## config.mk

```make
export PLATFORM = sky130hd
export DESIGN_NAME = brxe_top
export DESIGN_NICKNAME = d
export VERILOG_FILES = /design/src/core/brxe_pkg.sv /design/src/core/brxe_top.sv
export SDC_FILE = /design/constraint.sdc
export NUM_CORES = 1
export LEC_CHECK = 0
export ABC_AREA = 1
export BUFFER_PORTS_ARGS = -buffer_cell sky130_fd_sc_hd__buf_4
export CAP_MARGIN = 20
export CORE_MARGIN = 5
export CORE_UTILIZATION = 25
export CTS_BUF_LIST = sky130_fd_sc_hd__clkbuf_8
export CTS_CLUSTER_SIZE = 12
export DETAILED_ROUTE_END_ITERATION = 16
export GPL_TIMING_DRIVEN = 0
export PLACE_DENSITY = 0.55
export SYNTH_ARGS = -nofsm -noshare
export SYNTH_HDL_FRONTEND = slang
export SYNTH_SLANG_ARGS = --single-unit
```

## constraint.sdc

```tcl
create_clock -name mclk -period 2.9 [get_ports mclk]
set_input_delay 0.145 -clock mclk [delete_from_list [all_inputs] [get_ports mclk]]
set_output_delay 0.145 -clock mclk [all_outputs]
set_load 0.01 [all_outputs]
```

## src/core/brxe_pkg.sv

```systemverilog
// Constants, types and behaviour summary for the bidirectional reset and extension bus enable block
// Function
// - Writes to bidir_reset_enable are ignored after end_of_init_instruction until next reset.
// - Any reset clears bidir_reset_enable; software must set it again.
// - With bidirectional reset active every reset is flagged as long hardware reset.
// - With bidirectional reset active port_zero configuration is sampled on any reset.
// - Bootstrap loader is entered when boot_select_input samples low during such reset.
// - A short external hardware reset is stretched to the full internal sequence.
// - Extension RAM and CAN are enabled only while xperipheral_enable is set.
// - Disabled extension modules decode no addresses and claim no port pins.
// - CAN lines route to port_four or port_eight by software-selected assignment.
// - With bidirectional reset enabled the reset pin is driven low for the sequence.
// - reset_indication_output stays low from any reset until end_of_init_instruction.
package brxe_pkg;

  // Register byte offsets
  localparam logic [7:0] SYS_CFG_OFS = 8'h00;
  localparam logic [7:0] CAN_CFG_OFS = 8'h04;
  localparam logic [7:0] STATUS_OFS = 8'h08;

  // system_config_register fields
  localparam int BIDIR_EN_BIT = 1;
  localparam int XPERIPHERAL_ENABLE_BIT = 2;
  localparam logic [31:0] SYS_CFG_RESET = 32'h0000_0000;
  // CAN pin assignment field: 0 port_four, 1 port_eight
  localparam int CAN_SEL_BIT = 0;

  // Status register fields
  localparam int ST_LONG_HW_BIT = 0;
  localparam int ST_SHORT_HW_BIT = 1;
  localparam int ST_SW_BIT = 2;
  localparam int ST_WDT_BIT = 3;
  localparam int ST_BOOT_BIT = 4;
  localparam int ST_INIT_DONE_BIT = 5;
  localparam int ST_P0_LSB = 16;
  localparam int BOOT_SEL_BIT = 4;

  // Extension bus address windows
  localparam logic [23:0] EXTENSION_RAM_BASE = 24'h00e000;
  localparam logic [23:0] EXTENSION_RAM_MASK = 24'hfff800;
  localparam logic [23:0] CAN_BASE = 24'h00ef00;
  localparam logic [23:0] CAN_MASK = 24'hffff00;

  // Internal reset sequence timing
  localparam int CLK_PERIOD_PS = 5000;
  localparam int RESET_SEQ_NS = 5120;
  localparam int RESET_SEQ_CYC = (RESET_SEQ_NS * 1000 + CLK_PERIOD_PS - 1) / CLK_PERIOD_PS;
  localparam int SEQ_CNT_W = $clog2(RESET_SEQ_CYC + 1);
  // Sync delay on the pin input; our own release is masked this long
  localparam int PIN_MASK_CYC = 3;

  typedef enum logic [1:0] {SEQ_IDLE, SEQ_RUN, SEQ_HOLD} brxe_seq_e;

  typedef enum logic [1:0] {SRC_HW, SRC_SW, SRC_WDT} brxe_src_e;

  typedef struct packed {
    logic [15:0] portZero;
    logic initDone;
    logic bootMode;
    logic wdt;
    logic sw;
    logic shortHw;
    logic longHw;
  } brxe_flags_s;

endpackage : brxe_pkg

```

## src/core/brxe_top.sv

```systemverilog
// Reset sequencer with bidirectional reset pin, extension bus enables and CAN pin routing
`timescale 1ns/100ps
`default_nettype none
module brxe_top
  import brxe_pkg::*;
(
  input wire logic mclk,
  input wire logic reset_n,
  // Classic Wishbone slave
  input wire logic wbCyc,
  input wire logic wbStb,
  input wire logic wbWe,
  input wire logic [7:0] wbAdr,
  input wire logic [3:0] wbSel,
  input wire logic [31:0] wbDatI,
  output logic [31:0] wbDatO,
  output logic wbAck,
  // Reset pin, open drain
  input wire logic resetPinIn,
  output logic resetPinOut,
  output logic resetPinOe_n,
  output logic resetIndOut_n,
  output logic sysReset_n,
  // Core reset sources and end of init
  input wire logic swResetReq,
  input wire logic wdtResetReq,
  input wire logic endOfInitExec,
  // Configuration strap inputs
  input wire logic [15:0] portZeroIn,
  output logic bootMode,
  output logic bidirResetActive,
  // Extension bus decode
  input wire logic [23:0] xbusAddr,
  input wire logic xbusReq,
  output logic xramSel,
  output logic canSel,
  output logic xramEnable,
  output logic canEnable,
  // CAN line routing
  input wire logic canTxIn,
  output logic canRxOut,
  input wire logic port4RxIn,
  input wire logic port8RxIn,
  output logic port4TxOut,
  output logic port4Claim,
  output logic port8TxOut,
  output logic port8Claim
);

  logic [1:0] rstSync_q, rstSync_d;
  logic rstN;
  logic pinMeta_q, pinMeta_d, pinSync_q, pinSync_d;
  logic [PIN_MASK_CYC-1:0] drvHist_q, drvHist_d;
  brxe_seq_e seq_q, seq_d;
  brxe_src_e src_q, src_d;
  logic [SEQ_CNT_W-1:0] cnt_q, cnt_d;
  logic bidirEn_q, bidirEn_d;
  logic xperipheral_enable_q, xperipheral_enable_d;
  logic canSel_q, canSel_d;
  logic drive_q, drive_d;
  logic resetInd_q, resetInd_d;
  brxe_flags_s flags_q, flags_d;
  logic [31:0] rdata_q, rdata_d;
  logic ack_q, ack_d;
  logic port4Tx_q, port4Tx_d, port8Tx_q, port8Tx_d;
  logic canRx_q, canRx_d;
  logic sysRst_q, sysRst_d;
  logic extReq, busWrite, seqDone, bidirSeq, stayIdle;

  // Reset release through two flops; assertion stays asynchronous, release follows the clock
  always_comb begin
    rstSync_d = {rstSync_q[0], 1'b1};
  end

  always_ff @(posedge mclk or negedge reset_n) begin
    if (!reset_n) begin
      rstSync_q <= 2'h0;
    end else begin
      rstSync_q <= rstSync_d;
    end
  end
  // Everything below runs on the synchronised copy
  assign rstN = rstSync_q[1];

  // Pin synchroniser; first stage feeds only the second
  always_comb begin
    pinMeta_d = resetPinIn;
    pinSync_d = pinMeta_q;
  end

  always_ff @(posedge mclk or negedge rstN) begin
    if (!rstN) begin
      pinMeta_q <= 1'b1;
      pinSync_q <= 1'b1;
    end else begin
      pinMeta_q <= pinMeta_d;
      pinSync_q <= pinSync_d;
    end
  end

  // Our own drive echoes back through the synchroniser, so it is masked for that delay
  assign extReq = !pinSync_q && !drive_q && (drvHist_q == '0);
  assign busWrite = wbCyc && wbStb && wbWe && ack_q;
  // Counter starts at zero, so the last cycle of the sequence is one below its length
  assign seqDone = (cnt_q == SEQ_CNT_W'(RESET_SEQ_CYC - 1));
  assign bidirSeq = bidirEn_q;

  always_comb begin
    seq_d = seq_q;
    src_d = src_q;
    cnt_d = cnt_q;
    bidirEn_d = bidirEn_q;
    xperipheral_enable_d = xperipheral_enable_q;
    canSel_d = canSel_q;
    drive_d = drive_q;
    resetInd_d = resetInd_q;
    flags_d = flags_q;
    // Own-drive history, shifted every cycle
    drvHist_d = {drvHist_q[PIN_MASK_CYC-2:0], drive_q};
    unique case (seq_q)
      SEQ_IDLE: begin
        if (extReq || swResetReq || wdtResetReq) begin
          seq_d = SEQ_RUN;
          cnt_d = '0;
          src_d = extReq ? SRC_HW : (wdtResetReq ? SRC_WDT : SRC_SW);
          resetInd_d = 1'b0;
          // Latched mode decides pin drive and flag policy for this sequence
          drive_d = bidirEn_q;
          bidirEn_d = 1'b0;
          xperipheral_enable_d = 1'b0;
          canSel_d = 1'b0;
          // Flags describe the latest reset only
          flags_d = '0;
        end
      end
      SEQ_RUN: begin
        cnt_d = cnt_q + SEQ_CNT_W'(1);
        if (seqDone) begin
          drive_d = 1'b0;
          if (drive_q) begin
            flags_d.longHw = 1'b1;
          end else begin
            // Pin level at the end tells a short pulse from a held one
            unique case (src_q)
              SRC_HW: begin
                flags_d.longHw = !pinSync_q;
                flags_d.shortHw = pinSync_q;
              end
              SRC_SW: flags_d.sw = 1'b1;
              SRC_WDT: flags_d.wdt = 1'b1;
              default: flags_d.longHw = 1'b1;
            endcase
          end
          if (drive_q || src_q == SRC_HW) begin
            flags_d.portZero = portZeroIn;
            flags_d.bootMode = !portZeroIn[BOOT_SEL_BIT];
          end
          // Without bidirectional mode a held external reset keeps the core in reset
          seq_d = (!drive_q && src_q == SRC_HW && !pinSync_q) ? SEQ_HOLD : SEQ_IDLE;
        end
      end
      SEQ_HOLD: begin
        // Leave only once the pin reads high again
        if (pinSync_q) begin
          seq_d = SEQ_IDLE;
        end
      end
      default: seq_d = SEQ_IDLE;
    endcase
    // A reset request in the same cycle wins over end of init and register writes
    stayIdle = (seq_q == SEQ_IDLE) && (seq_d == SEQ_IDLE);
    sysRst_d = (seq_d == SEQ_IDLE);
    if (stayIdle && !resetInd_q && endOfInitExec) begin
      resetInd_d = 1'b1;
      flags_d.initDone = 1'b1;
    end
    if (busWrite && stayIdle && wbAdr == SYS_CFG_OFS && wbSel[0] && !flags_q.initDone) begin
      bidirEn_d = wbDatI[BIDIR_EN_BIT];
      xperipheral_enable_d = wbDatI[XPERIPHERAL_ENABLE_BIT];
    end
    // Pin routing may change at any time outside a sequence
    if (busWrite && stayIdle && wbAdr == CAN_CFG_OFS && wbSel[0]) begin
      canSel_d = wbDatI[CAN_SEL_BIT];
    end
  end

  always_ff @(posedge mclk or negedge rstN) begin
    if (!rstN) begin
      seq_q <= SEQ_IDLE;
      src_q <= SRC_HW;
      cnt_q <= '0;
      bidirEn_q <= SYS_CFG_RESET[BIDIR_EN_BIT];
      xperipheral_enable_q <= SYS_CFG_RESET[XPERIPHERAL_ENABLE_BIT];
      canSel_q <= 1'b0;
      drive_q <= 1'b0;
      resetInd_q <= 1'b0;
      flags_q <= '0;
      drvHist_q <= '0;
      sysRst_q <= 1'b1;
    end else begin
      seq_q <= seq_d;
      src_q <= src_d;
      cnt_q <= cnt_d;
      bidirEn_q <= bidirEn_d;
      xperipheral_enable_q <= xperipheral_enable_d;
      canSel_q <= canSel_d;
      drive_q <= drive_d;
      resetInd_q <= resetInd_d;
      flags_q <= flags_d;
      drvHist_q <= drvHist_d;
      sysRst_q <= sysRst_d;
    end
  end

  // Wishbone slave: ack one cycle after request, write lands on the ack edge
  always_comb begin
    ack_d = wbCyc && wbStb && !ack_q;
    rdata_d = rdata_q;
    // Read data is captured with the ack so it stands through the whole ack cycle
    if (ack_d) begin
      rdata_d = 32'h0000_0000;
      unique case (wbAdr)
        SYS_CFG_OFS: begin
          rdata_d[BIDIR_EN_BIT] = bidirEn_q;
          rdata_d[XPERIPHERAL_ENABLE_BIT] = xperipheral_enable_q;
        end
        CAN_CFG_OFS: rdata_d[CAN_SEL_BIT] = canSel_q;
        STATUS_OFS: begin
          rdata_d[ST_LONG_HW_BIT] = flags_q.longHw;
          rdata_d[ST_SHORT_HW_BIT] = flags_q.shortHw;
          rdata_d[ST_SW_BIT] = flags_q.sw;
          rdata_d[ST_WDT_BIT] = flags_q.wdt;
          rdata_d[ST_BOOT_BIT] = flags_q.bootMode;
          rdata_d[ST_INIT_DONE_BIT] = flags_q.initDone;
          rdata_d[ST_P0_LSB +: 16] = flags_q.portZero;
        end
        default: rdata_d = 32'h0000_0000;
      endcase
    end
  end

  always_ff @(posedge mclk or negedge rstN) begin
    if (!rstN) begin
      ack_q <= 1'b0;
      rdata_q <= 32'h0000_0000;
    end else begin
      ack_q <= ack_d;
      rdata_q <= rdata_d;
    end
  end

  // CAN lines registered both ways; only the selected port carries them, idle level otherwise
  always_comb begin
    port4Tx_d = 1'b1;
    port8Tx_d = 1'b1;
    canRx_d = 1'b1;
    if (xperipheral_enable_q && !canSel_q) begin
      port4Tx_d = canTxIn;
      canRx_d = port4RxIn;
    end
    if (xperipheral_enable_q && canSel_q) begin
      port8Tx_d = canTxIn;
      canRx_d = port8RxIn;
    end
  end

  always_ff @(posedge mclk or negedge rstN) begin
    if (!rstN) begin
      port4Tx_q <= 1'b1;
      port8Tx_q <= 1'b1;
      canRx_q <= 1'b1;
    end else begin
      port4Tx_q <= port4Tx_d;
      port8Tx_q <= port8Tx_d;
      canRx_q <= canRx_d;
    end
  end

  assign wbAck = ack_q;
  assign wbDatO = rdata_q;
  // Open drain: only ever pull low, never drive high
  assign resetPinOut = 1'b0;
  assign resetPinOe_n = !drive_q;
  assign resetIndOut_n = resetInd_q;
  assign sysReset_n = sysRst_q;
  assign bootMode = flags_q.bootMode;
  assign bidirResetActive = bidirSeq;
  // Both extension modules share the one enable
  assign xramEnable = xperipheral_enable_q;
  assign canEnable = xperipheral_enable_q;
  // Address windows decode only while the modules are enabled
  assign xramSel = xperipheral_enable_q && xbusReq && ((xbusAddr & EXTENSION_RAM_MASK) == EXTENSION_RAM_BASE);
  assign canSel = xperipheral_enable_q && xbusReq && ((xbusAddr & CAN_MASK) == CAN_BASE);
  // A disabled module leaves every port pin to its other functions
  assign port4Claim = xperipheral_enable_q && !canSel_q;
  assign port8Claim = xperipheral_enable_q && canSel_q;
  assign canRxOut = canRx_q;
  assign port4TxOut = port4Tx_q;
  assign port8TxOut = port8Tx_q;

endmodule : brxe_top
`default_nettype wire

```

==> metrics.log <==
INFO  metric async_set_or_reset_register_ratio_after_synthesis = 100%
INFO  metric clk_root_buffer_cell = clkbuf_8
INFO  metric simple_logic_cell_fraction_of_the_synthesized_area = 28.4%
INFO  metric grtUsageTotal = 11.0%
INFO  metric standby_leakage_power = 2.41 nW
INFO  metric synth_cell_types = 39
INFO  metric final_period_minus_worst_setup_slack = 1.79 ns
INFO  metric routed-via-count = 3133
INFO  metric synth_area_per_cell = 8.98 µm²
INFO  metric timing.max_cap.violations = 0
INFO  metric cts_repair_resize_count = 0
INFO  metric upper_clock_frequency_limit = 560 MHz
INFO  metric whs_endpoint = resetIndOut_n
INFO  metric slew_at_the_pin_closest_to_its_max_slew_limit = 0.526 ns
INFO  metric synthesis.area = 3750 µm²
INFO  metric crit_type = flop to flop
INFO  metric die_h = 133 µm
INFO  metric synth_compound_gate_area_share = 10.6%
INFO  metric grt_pass1_vias = 3211
INFO  metric synth_mux_area_share = 0%
INFO  metric most_common_cell_after_layout_fill_and_taps_aside = buf_4
INFO  metric clk_slew_on_worst_s_h_paths = 0.08 ns
INFO  metric crit_arrival = 2.02 ns
INFO  metric hold-path-cell-count = 3
INFO  metric critical_path_required = 3.14 ns
INFO  metric cts-buffers-inserted = 9
INFO  metric route.detailed.wl_per_inst = 12.9 µm
INFO  metric floorplan.io_pins = 145
INFO  metric initialDrtViolationCount = 151
INFO  metric final_cell_mix = buf_4 (105), nand2_1 (104), dfrtp_1 (68), inv_1 (34), nand3_1 (34)
INFO  metric fin_nets = 639
INFO  metric final.period_utilization = 61.6%
INFO  metric grt_pass1_wl = 15800 µm
INFO  metric hpwlAfterDp = 7440 µm
INFO  metric synthFlopType = dfrtp_1
INFO  metric layout-area-overhead-vs-synth = 33.4%
INFO  metric synthXorXnorAreaFrac = 0.933%
INFO  metric post_layout_nonfiller_instances = 727
INFO  metric route.antenna.remaining_nets = 0
INFO  metric slew_viol_final = 0
INFO  metric cts.path.max_buffers = 2
INFO  metric yosys_warnings = 0
INFO  metric cell_types_with_the_largest_area_share_after_synthesis = dfrtp_1 (46%), nand2_1 (10%), nand3_1 (4.5%)
INFO  metric share_of_post_route_cells_with_drive_strength_above_1 = 34.6%
INFO  metric timing.final.ws_setup = 1.11 ns
INFO  metric dieArea = 17600 µm²
INFO  metric dp_worst_setup_slack = 1.13 ns
INFO  metric r2r_end = flags_q[17]
INFO  metric io_buffers = 93
INFO  metric insertion_delay = 0.34 ns
INFO  metric totalPowerFinal = 0.00268 W
INFO  metric r2r_start = cnt_q[0]
INFO  metric r2r_cells = 9
INFO  metric worst-r2r-setup-slack = 1.11 ns
INFO  metric min_from = endOfInitExec
INFO  metric via_density_per_instance = 4.31
INFO  metric n_fill_cell = 1534
INFO  metric synth_top_area_share = 46.0%
INFO  metric timing.slew.headroom = 64.8%
INFO  metric core-area = 14600 µm²
INFO  metric synth_enable_flop_cells = 0
INFO  metric antenna_found_initial = 1
INFO  metric yosys.area.top_type = dfrtp_1
INFO  metric antenna_diode_count = 0
INFO  metric run_status = finished clean
INFO  metric area_share_of_fa_ha_maj_cells_after_synthesis = 1.33%
INFO  metric tritoncts_num_sinks = 75
INFO  metric finalWirelength = 9350 µm
INFO  metric numPlacedInstances = 706
INFO  metric grt_setup_unrepaired = no
INFO  metric synthesis_stage_register_bit_count = 75
INFO  metric critical_path.endpoint_type = flop
INFO  metric initial_core_util = 25.6%
INFO  metric finalCoreUtilization = 34.2%
INFO  metric power_per_cell_area = 536 nW/µm²
INFO  metric placementRows = 44
INFO  metric critical_path_peak_fanout = 10
INFO  metric detailedRoute.firstPassIterationCount = 4
INFO  metric netlist_instances = 418
INFO  metric count_of_final_setup_violators = 0
INFO  metric chipWidth = 133 µm
INFO  metric grt_start_max_net_pins = 51
INFO  metric vdd.ir_drop.worst = 0.200 mV
INFO  metric drc = 0
INFO  metric worst_hold_path_type = input pin to flop
INFO  metric synth_top_family_by_area = simple AND/OR/NAND/NOR gates
INFO  metric place.gp.congestion = 0.812
INFO  metric setup.worst_path.start_class = flop
INFO  metric tritoncts = built
INFO  metric worst_clock_skew = 0.00977 ns
INFO  metric ys_seq_area_share = 50.2%
INFO  metric globalRoute.totalOverflow = 0
INFO  metric clock_tree.htree_level_count = 3
INFO  metric report.final.hold_viol_count = 0
## stage by stage
stage	area, µm²	TNS, ns	hold WS, ns
floorplan	3790	0	-0.151
global placement	4720	-13.26	-0.0716
detailed placement	4750	0	-0.0708
CTS	5010	0	0.0165
global route	5010	0	0.0245
finish	5010	0	0.0352
## kinds of logic (layout without fill, tap and decap cells)
logic type               Yosys count  after routing
AO/OA/AOI/OAI                     62             62
XOR/XNOR                           4              4
adder cells (fa/ha/maj)            4              4
buffers and inverters             60            175
flip-flops                        75             75
other                              2             12
AND/OR/NAND/NOR                  211            211
## flip-flops by register name, summed over array words and instances, names as in the netlist
signal and cells:
drvHist_q 3, bootMode 1, bidirResetActive 1, canRxOut 1, cnt_q 11, canSel_q 1
resetIndOut_n 1, wbAck 1, drive_q 1, src_q 2, port4TxOut 1, flags_q 20
sysReset_n 1, rstSync_q 2, canEnable 1, seq_q 2, pinMeta_q 1, pinSync_q 1
wbDatO 22, port8TxOut 1
## Yosys cell counts (6+ instances only)
cell	number
o21ai_2	17
nand2_2	16
nand3_1	34
dfstp_2	6
dfrtp_1	69
inv_1	33
buf_4	12
o21ai_0	29
nand4_1	9
nand2_1	104
nor2_1	24
## layer usage
layer | track usage (%) | vias up | routed length, µm
li1 | - | 1589 | -
met5 | 0 | - | 20
met4 | 3.81 | 2 | 163
met2 | 18.8 | 60 | 4680
met1 | 13.1 | 1465 | 4020
met3 | 3.49 | 17 | 472
## report_power, final
part	internal [W]	switching, W	total [W]
registers	0.00119	0.000131	0.00132
clock network	0.000475	0.000375	0.000851
logic	0.000238	0.000278	0.000516
total	0.00190	0.000784	0.00268
## area by class of cell
| cell class | instances | area (µm²) | area share (%) |
|---|---|---|---|
| sequential | 75 | 1890 | 37.7 |
| multi-input combinational | 293 | 1590 | 31.8 |
| timing repair buffer | 99 | 776 | 15.5 |
| tap | 184 | 230 | 4.60 |
| buffer | 24 | 178 | 3.55 |
| inverter | 36 | 136 | 2.72 |
| clock buffer | 9 | 124 | 2.47 |
| clock inverter | 7 | 83.8 | 1.67 |
## critical path, cell delays in order, from the launching register on
cell     delay (ns)
dfrtp_1        0.46
ha_1           0.30
inv_2          0.08
nor2_4         0.17
nand3_4        0.12
o21ai_4        0.16
nand2_4        0.11
buf_8          0.16
nand2_2        0.06
o21ai_2        0.05
## timing repair
action / 4_1_cts / 5_1_grt
hold endpoints to repair: 6 / 0
hold buffers: 5 / 0
buffers inserted: 0 / 0
## worst max path at each step
stage / start / endpoint / slack (ns) / depth (start not counted)
3_3_place_gp: rstSync_q[1] / canSel_q / -0.20 / 0
6_report: cnt_q[0] / flags_q[17] / 1.11 / 9
4_1_cts: cnt_q[0] / flags_q[17] / 1.11 / 9
5_1_grt: cnt_q[0] / flags_q[1] / 1.0 / 8
2_1_floorplan: rstSync_q[1] / bidirResetActive / 0.67 / 0
3_5_place_dp: cnt_q[0] / flags_q[17] / 1.13 / 9
(Power assumes the default switching activity.)
